### src/spw_pkg.sv
// Purpose: Shared constants and types of the six-output pulse-width modulator.
// Assumes: 32-bit classic Wishbone, byte addresses, one register per aligned word.
// Notes:   Control reset value puts the outputs in H-bridge mode with the high sides off.
`default_nettype none

package spw_pkg;

    // ------------------------------------------------------------
    // Sizes
    // ------------------------------------------------------------
    localparam int unsigned NUM_PAIRS  = 3;
    localparam int unsigned NUM_OUTS   = 6;
    localparam int unsigned CNT_W      = 16;
    localparam int unsigned PRESC_W    = 8;
    localparam int unsigned ADR_W      = 8;

    // ------------------------------------------------------------
    // Register map (byte addresses)
    // ------------------------------------------------------------
    localparam logic [ADR_W-1:0] ADR_CONTROL     = 8'h00;
    localparam logic [ADR_W-1:0] ADR_PAIR_BASE   = 8'h04;
    localparam logic [ADR_W-1:0] ADR_PAIR_STRIDE = 8'h10;
    localparam logic [ADR_W-1:0] ADR_PAIR_END    = 8'h34;
    localparam logic [ADR_W-1:0] ADR_TRIP_CLEAR  = 8'h38;
    localparam logic [ADR_W-1:0] ADR_STATUS      = 8'h3C;

    // Word order inside one pair's block of four registers
    localparam logic [1:0] FLD_COMPARE_0 = 2'h0;
    localparam logic [1:0] FLD_COMPARE_1 = 2'h1;
    localparam logic [1:0] FLD_COMPARE_2 = 2'h2;
    localparam logic [1:0] FLD_PERIOD    = 2'h3;

    localparam logic [15:0]      CONTROL_RESET = 16'h0012;
    localparam logic [CNT_W-1:0] CMP_RESET     = 16'h0000;
    localparam logic [CNT_W-1:0] LEN_RESET     = 16'h0000;

    // ------------------------------------------------------------
    // Types
    // ------------------------------------------------------------
    typedef struct packed {
        logic       spare;                 // bit 15
        logic       sync_enable;           // bit 14
        logic       invert_out5;           // bit 13
        logic       invert_out3;           // bit 12
        logic       invert_out1;           // bit 11
        logic       trip_enable;           // bit 10
        logic       hbridge_output_enable; // bit 9
        logic [2:0] clock_prescale;        // bits 8:6
        logic       invert_all;            // bit 5
        logic       high_side_off;         // bit 4
        logic       load_compare;          // bit 3
        logic       direction;             // bit 2
        logic       hbridge_mode;          // bit 1
        logic       global_output_enable;  // bit 0
    } spw_control_type;

    typedef struct packed {
        logic [CNT_W-1:0] compare_0;
        logic [CNT_W-1:0] compare_1;
        logic [CNT_W-1:0] compare_2;
        logic [CNT_W-1:0] period_length;
    } spw_pair_cfg_type;

    typedef struct packed {
        logic high_side;
        logic low_side;
    } spw_pair_out_type;

endpackage

`default_nettype wire

### src/spw_pair_timer.sv
// Purpose: One output pair: 16-bit timer plus edge placement of high and low side.
// Assumes: tick_i is a one-cycle pulse at the prescaled rate.
// Notes:   Compare matches are taken on the count held before each tick.
`default_nettype none

module spw_pair_timer
    import spw_pkg::*;
(
    input  wire logic             clk_i,
    input  wire logic             rst_i,
    input  wire logic             tick_i,
    input  wire logic             clear_i,
    input  wire spw_pair_cfg_type cfg_i,
    output spw_pair_out_type      out_o,
    output logic [CNT_W-1:0]      count_o
);

    typedef struct packed {
        logic [CNT_W-1:0] count;
        logic             high_side;
        logic             low_side;
    } spw_pair_state_type;

    spw_pair_state_type state_q;
    spw_pair_state_type state_d;

    // ------------------------------------------------------------
    // Next state
    // ------------------------------------------------------------
    always_comb
    begin
        logic hs_next;
        hs_next = state_q.high_side;
        state_d = state_q;
        if (clear_i)
        begin
            state_d.count = '0;
        end
        else if (tick_i)
        begin
            // Period wraps after the count equals the period length
            if (state_q.count == cfg_i.period_length)
                state_d.count = '0;
            else
                state_d.count = state_q.count + CNT_W'(1);
            // Clear after set: equal compares leave the high side low
            if (state_q.count == cfg_i.compare_0)
                hs_next = 1'b1;
            if (state_q.count == cfg_i.compare_1)
                hs_next = 1'b0;
            state_d.high_side = hs_next;
            if (state_q.count == cfg_i.period_length)
                state_d.low_side = 1'b1;
            if (state_q.count == cfg_i.compare_2 || (state_q.high_side && !hs_next))
                state_d.low_side = 1'b0;
        end
    end

    always_ff @(posedge clk_i)
    begin
        if (rst_i)
            state_q <= '0;
        else
            state_q <= state_d;
    end

    assign out_o.high_side = state_q.high_side;
    assign out_o.low_side  = state_q.low_side;
    assign count_o         = state_q.count;

endmodule

`default_nettype wire

### src/spw_top.sv
// Purpose: Six-output pulse-width modulator in three pairs with H-bridge control.
// Assumes: Classic Wishbone slave, 32-bit data, single clock, synchronous reset.
// Notes:   Sync and trip inputs are taken as synchronous to clk_i.
//
// Added by the designer: the Wishbone slave port and the register offsets.
`default_nettype none

module spw_top
    import spw_pkg::*;
#(
    parameter int unsigned PAIRS = NUM_PAIRS
)
(
    input  wire logic          clk_i,
    input  wire logic          rst_i,
    // Wishbone slave
    input  wire logic          wb_cyc_i,
    input  wire logic          wb_stb_i,
    input  wire logic          wb_we_i,
    input  wire logic [31:0]   wb_adr_i,
    input  wire logic [3:0]    wb_sel_i,
    input  wire logic [31:0]   wb_dat_i,
    output logic      [31:0]   wb_dat_o,
    output logic               wb_ack_o,
    // Pins
    input  wire logic          external_sync_input_i,
    input  wire logic          trip_input_i,
    output logic [NUM_OUTS-1:0] pwm_out_o,
    output logic               trip_irq_o
);

    typedef struct packed {
        spw_control_type                    control;
        spw_pair_cfg_type [NUM_PAIRS-1:0]   pair_cfg;
        logic [PRESC_W-1:0]                 presc;
        logic                               sync_prev;
        logic                               trip_pending;
        logic [NUM_OUTS-1:0]                outs;
        logic                               ack;
        logic [31:0]                        rdata;
    } spw_top_state_type;

    spw_top_state_type state_q;
    spw_top_state_type state_d;

    spw_pair_out_type [NUM_PAIRS-1:0] pair_out;
    logic                             tick;
    logic                             sync_clear;

    // ------------------------------------------------------------
    // Helpers
    // ------------------------------------------------------------
    // Prescaler mask: code n gives a divide by 2^(n+1)
    function automatic logic [PRESC_W-1:0] presc_mask(input logic [2:0] code);
        presc_mask = PRESC_W'((9'h002 << code) - 9'h001);
    endfunction

    // Byte-lane merge of a 16-bit register
    function automatic logic [15:0] lane_merge(input logic [15:0] old_v,
                                               input logic [31:0] wdat,
                                               input logic [3:0]  sel);
        lane_merge = old_v;
        if (sel[0])
            lane_merge[7:0] = wdat[7:0];
        if (sel[1])
            lane_merge[15:8] = wdat[15:8];
    endfunction

    function automatic logic is_pair_adr(input logic [ADR_W-1:0] a);
        is_pair_adr = (a >= ADR_PAIR_BASE) && (a < ADR_PAIR_END);
    endfunction

    function automatic logic [1:0] pair_index(input logic [ADR_W-1:0] a);
        logic [ADR_W-1:0] rel;
        rel = a - ADR_PAIR_BASE;
        pair_index = rel[5:4];
    endfunction

    function automatic logic [1:0] pair_field(input logic [ADR_W-1:0] a);
        logic [ADR_W-1:0] rel;
        rel = a - ADR_PAIR_BASE;
        pair_field = rel[3:2];
    endfunction

    // ------------------------------------------------------------
    // Pair timers
    // ------------------------------------------------------------
    assign tick = ((state_q.presc & presc_mask(state_q.control.clock_prescale))
                   == presc_mask(state_q.control.clock_prescale));
    // Sync input is ignored unless enabled
    assign sync_clear = state_q.control.sync_enable && state_q.sync_prev
                        && !external_sync_input_i;

    for (genvar p = 0; p < NUM_PAIRS; p++)
    begin : g_pair
        spw_pair_timer u_pair (
            .clk_i   (clk_i),
            .rst_i   (rst_i),
            .tick_i  (tick),
            .clear_i (sync_clear),
            .cfg_i   (state_q.pair_cfg[p]),
            .out_o   (pair_out[p]),
            .count_o ()
        );
    end

    // ------------------------------------------------------------
    // Next state
    // ------------------------------------------------------------
    always_comb
    begin
        logic [ADR_W-1:0]  adr;
        logic              req;
        logic [1:0]        pidx;
        logic [1:0]        pfld;
        logic [NUM_OUTS-1:0] std_outs;
        logic              trip_hit;
        adr      = wb_adr_i[ADR_W-1:0];
        req      = wb_cyc_i && wb_stb_i && !state_q.ack;
        pidx     = pair_index(adr);
        pfld     = pair_field(adr);
        std_outs = '0;
        trip_hit = state_q.control.trip_enable && !trip_input_i;
        state_d  = state_q;

        // Prescaler and sync edge tracking
        state_d.presc     = sync_clear ? '0 : state_q.presc + PRESC_W'(1);
        state_d.sync_prev = external_sync_input_i;

        // Bus: one wait state, ack drops the cycle after it was given
        state_d.ack   = req;
        state_d.rdata = '0;
        if (req && wb_we_i)
        begin
            if (adr == ADR_CONTROL)
                state_d.control = lane_merge(state_q.control, wb_dat_i, wb_sel_i);
            else if (is_pair_adr(adr))
            begin
                case (pfld)
                    FLD_COMPARE_0:
                        state_d.pair_cfg[pidx].compare_0 =
                            lane_merge(state_q.pair_cfg[pidx].compare_0, wb_dat_i, wb_sel_i);
                    FLD_COMPARE_1:
                        state_d.pair_cfg[pidx].compare_1 =
                            lane_merge(state_q.pair_cfg[pidx].compare_1, wb_dat_i, wb_sel_i);
                    FLD_COMPARE_2:
                        state_d.pair_cfg[pidx].compare_2 =
                            lane_merge(state_q.pair_cfg[pidx].compare_2, wb_dat_i, wb_sel_i);
                    default:
                        state_d.pair_cfg[pidx].period_length =
                            lane_merge(state_q.pair_cfg[pidx].period_length, wb_dat_i, wb_sel_i);
                endcase
            end
            else if (adr == ADR_TRIP_CLEAR)
                state_d.trip_pending = 1'b0;
        end
        else if (req)
        begin
            if (adr == ADR_CONTROL)
                state_d.rdata = {16'h0000, state_q.control};
            else if (is_pair_adr(adr))
            begin
                case (pfld)
                    FLD_COMPARE_0: state_d.rdata = {16'h0000, state_q.pair_cfg[pidx].compare_0};
                    FLD_COMPARE_1: state_d.rdata = {16'h0000, state_q.pair_cfg[pidx].compare_1};
                    FLD_COMPARE_2: state_d.rdata = {16'h0000, state_q.pair_cfg[pidx].compare_2};
                    default:       state_d.rdata = {16'h0000,
                                                    state_q.pair_cfg[pidx].period_length};
                endcase
            end
            else if (adr == ADR_STATUS)
                state_d.rdata = {31'h00000000, state_q.trip_pending};
        end

        // Trip beats a same-cycle software write or clear
        if (trip_hit)
        begin
            state_d.control.global_output_enable = 1'b0;
            state_d.trip_pending                 = 1'b1;
        end

        // Standard mapping: pair p drives outputs 2p and 2p+1
        for (int p = 0; p < NUM_PAIRS; p++)
        begin
            std_outs[2*p]   = pair_out[p].high_side;
            std_outs[2*p+1] = pair_out[p].low_side;
        end
        std_outs[1] = std_outs[1] ^ state_q.control.invert_out1;
        std_outs[3] = std_outs[3] ^ state_q.control.invert_out3;
        std_outs[5] = std_outs[5] ^ state_q.control.invert_out5;

        // Output selection; in H-bridge mode high side off is the safe state and overrides all on outputs 3:0
        if (state_q.control.hbridge_mode && state_q.control.high_side_off)
        begin
            state_d.outs      = std_outs & {NUM_OUTS{state_q.control.global_output_enable}};
            state_d.outs[3:0] = 4'h5;
        end
        else if (!state_q.control.global_output_enable)
            state_d.outs = '0;
        else if (state_q.control.hbridge_mode && !state_q.control.hbridge_output_enable)
        begin
            state_d.outs      = std_outs;
            state_d.outs[3:0] = 4'hF;
        end
        else
            state_d.outs = std_outs;
    end

    always_ff @(posedge clk_i)
    begin
        if (rst_i)
        begin
            state_q         <= '0;
            state_q.control <= CONTROL_RESET;
            for (int p = 0; p < NUM_PAIRS; p++)
            begin
                state_q.pair_cfg[p].compare_0     <= CMP_RESET;
                state_q.pair_cfg[p].compare_1     <= CMP_RESET;
                state_q.pair_cfg[p].compare_2     <= CMP_RESET;
                state_q.pair_cfg[p].period_length <= LEN_RESET;
            end
        end
        else
            state_q <= state_d;
    end

    // ------------------------------------------------------------
    // Outputs
    // ------------------------------------------------------------
    assign wb_dat_o   = state_q.rdata;
    assign wb_ack_o   = state_q.ack;
    assign pwm_out_o  = state_q.outs;
    assign trip_irq_o = state_q.trip_pending;

endmodule

`default_nettype wire

### config.mk
export PLATFORM = sky130hd
export DESIGN_NAME = spw_top
export DESIGN_NICKNAME = d
export VERILOG_FILES = /design/src/spw_pkg.sv /design/src/spw_pair_timer.sv /design/src/spw_top.sv
export SDC_FILE = /design/constraint.sdc
export NUM_CORES = 1
export LEC_CHECK = 0
export ABC_AREA = 1
export BUFFER_PORTS_ARGS = -buffer_cell sky130_fd_sc_hd__clkbuf_2
export CAP_MARGIN = 15
export CORE_UTILIZATION = 38
export DETAILED_ROUTE_END_ITERATION = 7
export GPL_ROUTABILITY_DRIVEN = 0
export PLACE_DENSITY_LB_ADDON = 0.12
export SYNTH_ARGS = -nofsm -noshare
export SYNTH_HDL_FRONTEND = slang
export SYNTH_HIERARCHICAL = 1
export SYNTH_SLANG_ARGS = --single-unit
### constraint.sdc
create_clock -name clk_i -period 7.4 [get_ports clk_i]
set_clock_uncertainty 0.1 [all_clocks]
set_input_delay 0 -clock clk_i [delete_from_list [all_inputs] [get_ports clk_i]]
set_output_delay 0 -clock clk_i [all_outputs]
set_load 0.005 [all_outputs]
# Yosys cells after proc, flatten, opt, wreduce, memory -nomap -nowiden
# Cells that the tools add are included.
[op_classes]
n_addsub = 6
magnitude_cmp = 4
eq_ne = 19
n_shift = 1
muxes = 88
bitwise_logic = 9
reduce_logical = 44
[op_table]
columns = ["operator", "n"]
rows = [
  ["192-bit bitwise mux", 4],
  ["192-bit case mux with 3 select lines", 1],
  ["64-bit demux with 2-bit select", 4],
  ["8-bit 2-to-1 mux", 40],
  ["16-bit equality test", 12],
  ["64-bit binary-select mux with 2-bit select", 1],
  ["64-bit 2-to-1 mux", 2],
  ["16-bit 2-to-1 mux", 6],
  ["16-bit by 1-bit adder with 16-bit output (second input constant)", 3],
  ["48-bit 2-to-1 mux", 1],
  ["16-bit case mux with 3 select lines", 1],
  ["32-bit 2-to-1 mux", 1],
  ["1-bit 2-to-1 mux", 24],
  ["3-bit AND reduction", 6],
  ["8-bit by 6-bit equality test with 1-bit output (second input constant)", 2],
  ["1-bit logical AND", 13],
  ["6-bit 2-to-1 mux", 2],
  ["2-bit nonzero test", 5],
  ["3-bit OR reduction", 3],
  ["8-bit by 1-bit adder with 8-bit output (second input constant)", 1],
  ["8-bit bitwise AND", 1],
  ["8-bit equality test", 1],
  ["8-bit by 3-bit >= comparator with 1-bit output (second input constant)", 1],
  ["8-bit logical NOT", 1],
  ["20 further kinds", 35],
]
[totals]
reg_bits = 311
inputBits = 75
out_inout_bits = 40
wordCells = 215

# Longest topological paths before layout
[depth]
depth_word = 11
mapped_depth = 16
mapped_depth_nobuf = 13

# By module
# Netlist, hierarchy kept.
[by_module_without_submodules]
columns = ["mod", "n_inst", "cells_per_inst", "area_per_inst_um2", "seq_area_each_um2"]
rows = [
  ["spw_top", 1, 2079, 12848.6, 4824.6],
  ["spw_pair_timer", 3, 381, 2033.2, 360.3],
]

# Worst setup path before layout
# No wires, ideal clock.
[synth_path]
path_kind = "reg-to-reg"
startpoint = "register state_q[43] in the netlist's numbering"
endpoint = "register g_pair[0].u_pair.state_q (netlist bit g_pair[0].u_pair/count_o[12])"
setup_ns = 0.117
t_arrival_ns = 3.161
required_time_ns = 7.183
setup_slack_ns = 4.023
path_stages_with_launch = 11
path_buffers = 0
period_less_slack_ns = 3.377
cell_sequence = "dfxtp_1 > nand2_1 > inv_1 > nand3_1 > a221oi_1 > nand2_1 > nor2_2 > nand4_1 > nor3_2 > xor2_1 > nor2_1"
[synth_via]
elab_chain_len = 2
[synth_lines]
columns = ["item", "line_no", "source"]
rows = [
  ["start, declared", "spw_top.sv:43", "spw_top_state_type state_q;"],
  ["start signal, assigned", "spw_top.sv:224", "state_q <= state_d;"],
  ["8-bit bitwise AND", "spw_top.sv:88", "assign tick = ((state_q.presc & presc_mask(state_q.control.clock_prescale))"],
  ["8-bit equality test", "spw_top.sv:89", "== presc_mask(state_q.control.clock_prescale));"],
  ["via tick", "spw_top.sv:47", "logic tick;"],
  ["end signal, assigned", "spw_pair_timer.sv:64", "state_q <= state_d;"],
  ["end, declared", "spw_pair_timer.sv:24", "spw_pair_state_type state_q;"],
]
# The timed path passes the listed nets, and every way through them passes these cells.
# A chain may end at the register's enable or synchronous reset.

==> results.yml <==
run_status:
  status: "completed"
global_route:
  grt-ovfl-total: 0
  grt_max_degree: 94
  grt_usage: 0.3200
  grt_pass1_vias: 18270
  use_met1: 0.4407
  top_usage_layer: "met2"
  use_met3: 0.05463
  antenna_found_initial: 0
  grt_use_met2: 0.4637
  grt_pass1_wl_um: 119000
setup_path:
  crit_fanout: 38
  endpoint_kind: "flip-flop"
  crit_buf_inv: 5
  worstPathCellList: "dlygate4sd3_1 > clkbuf_2 > inv_2 > nand2_2 > nand2_1 > buf_4 > o21ai_2 > nor2_4 > nand2_2 > nor2_2 > inv_1 > nand2_1 > a21oi_1"
  slowest_delay_ns: 0.74
  critPathSlowestCell: "nor2_2"
  cp.arrival_ns: 4.29
  start_kind: "input port"
  crit_family: "buffers and inverters"
  path_class: "input port to flip-flop"
  worstPathRequired_ns: 7.73
floorplanning:
  chipWidth_um: 225.3
  core.rowCount: 81
  start_util: 0.3863
  fp.dieH_um: 225.3
  die_area_um2: 50760
  ios: 115
  placeableCoreArea_um2: 49050
final_layout:
  finalNetCount: 3289
  area_growth_syn_to_layout_pct: 10.29
  final_core_util: 0.4261
  multiInputGateArea_um2: 10550
  ff_latch_area_um2: 5906
  n_fill_cell: 5335
  diodes: 0
  stdcell_count: 3895
  finalInstanceArea_um2: 20900
  drive_gt1_frac: 0.08078
power_and_ir_drop:
  max-vdd-ir-drop_mv: 0.1381
  cellPowerDensity_nw_per_um2: 191.3
  leakagePower_nw: 10.29
  power.total_mw: 3.999
timing:
  rsz0062_at_grt: "false"
  slew_headroom: 0.2369
  fmax_ghz: 0.2524
  worst_pin_slew_ns: 1.143
  hold_violations: 0
  fin_tns_setup_ns: 0
  setup_violations: 0
  period_minus_slack_ns: 3.962
  drv_slew: 0
  period_share: 0.5353
  setup_ws_ns: 3.438
  worst_hold_slack_ns: 0.01050
detailed_routing:
  drt_iter0_drc: 2457
  drt_wl_total_um: 81540
  ant_nets: 0
  drt-wirelength-per-cell_um: 20.93
  dr_total_vias: 20250
  drc_errors: 0
  firstDrtPassIters: 5
  vias_per_cell: 5.199
min_path:
  hp-class: "input port to flip-flop"
logic_synthesis:
  synth.area.mux_share: 0
  syn_avg_cell_area_um2: 5.881
  synthXorXnorAreaFrac: 0.04669
  synth_compound_area_frac: 0.1190
  ys_seq_area_frac: 0.3117
  synthAdderAreaFrac: 0.002641
  netlist_area_um2: 18950
  yosys.area_share.simple: 0.3838
  ys_ff_latch: 295
  synth.yosys.warnings: 6
  ys_types: 36
  synthCells: 3222
  synth_top_family_by_area: "simple AND/OR/NAND/NOR gates"
clock_network:
  clk_latency_ns: 0.57
  cts_root_buffer: "clkbuf_16"
  htreeDepth: 2
  postCtsSetupRepairBufs: 0
  cts_buffer_depth: 3
  cts.sinks: 295
  cts_made_buffers: 37
  cts_tree: "built"
  clk_pin_slew_ns: 0.06
  ctsResizeCount: 0
placed_design:
  dp_cells: 3790
  placed_area_um2: 19280
  place_ws_ns: 3.652
  io_buffers: 56
  hpwl_um: 60130
job:
  cap_violations: 0
## layout by cell type (no fill, tap or decap), types with 6 or more instances in the layout
master,count
a21oi_1,272
buf_4,23
clkbuf_16,37
clkbuf_2,57
clkinv_2,7
conb_1,16
dfxtp_1,295
dlygate4sd3_1,43
inv_1,386
inv_2,24
nand2_1,1226
nand2_2,20
nand3_1,149
nand3_2,6
nand3b_1,19
nand4_1,10
nor2_1,258
nor2_2,52
nor3_1,13
o21ai_0,159
o21ai_1,10
or2_2,6
xor2_1,98
## per-layer routing
metal	vias up	share of wire
li1	9793	-
met1	9286	0.42
met2	981	0.41
met3	191	0.10
met4	0	0.066
met5	-	0
## synth_stat cells, drive strengths merged
master,number,area (um^2)
a211oi,2,15.01
a21oi,272,1361
a221oi,1,8.760
and2,1,6.260
buf,125,782.0
clkbuf,65,252.7
conb,1,3.750
dfxtp,295,5906
ha,4,50.05
inv,411,1543
nand2,1250,4762
nand3,155,805.8
nand3b,19,142.6
nand4,10,62.56
nor2,315,1350
nor3,17,105.1
o211ai,1,7.510
o21ai,170,854.6
o31ai,1,7.510
or2,6,37.54
xnor2,3,26.28
xor2,98,858.3
## cells by family (layout without fill, tap and decap cells)
kind of cell | count (synthesis) | after routing
adders and majority gates | 4 | 4
other | 1 | 16
DFF | 295 | 295
AOI/OAI and AO/OA | 447 | 447
buffers and inverters | 601 | 595
and+or+nand+nor | 1773 | 1773
xor gates and xnor gates | 101 | 101
## worst paths after layout
| path | from | end | slack (ns) | cells after the start |
|---|---|---|---|---|
| max | wb_adr_i[3] | flip-flop | 3.44 | 13 |
| min | wb_adr_i[5] | flip-flop | 0.01 | 5 |
| max reg2reg | state_q[43] | g_pair[1].u_pair/count_o[12] | 4.46 | 11 |
| min reg2reg | state_q[256] | wb_dat_o[15] | 0.37 | 2 |
## worst register-to-register path, cell delays in order (launching register included)
cell	delay, ns
dfxtp_1	0.39
nand2_1	0.12
inv_1	0.08
nand3_1	0.11
a221oi_4	0.29
buf_4	0.43
nand2_1	0.23
nor2_2	0.19
nand4_1	0.35
nor3_2	0.30
xor2_1	0.18
nor2_1	0.05
## what timing repair did
| item | in CTS | in global routing |
|---|---|---|
| hold buffers | 43 | 0 |
| hold endpoints to repair | 124 | 0 |
| setup endpoints to repair | 0 | 0 |
## power by group
group          switching [mW]  total, mW  internal (mW)  leakage, nW
Sequential             0.0250       1.63           1.60         2.38
Clock                   0.770       1.84           1.07        0.580
Combinational           0.401      0.534          0.134         7.33
Total                    1.20       4.00           2.80         10.3
## area by class of cell
| type | instances | share of cell area |
|---|---|---|
| clock buffers | 46 | 0.04831 |
| clock inverters | 14 | 0.007603 |
| inverters | 411 | 0.07394 |
| multi-input cells | 2341 | 0.5048 |
| flip-flops and latches | 295 | 0.2826 |
| well taps | 664 | 0.03975 |
| repair buffers | 124 | 0.04305 |
No activity file was read; power rests on OpenSTA's default activity.
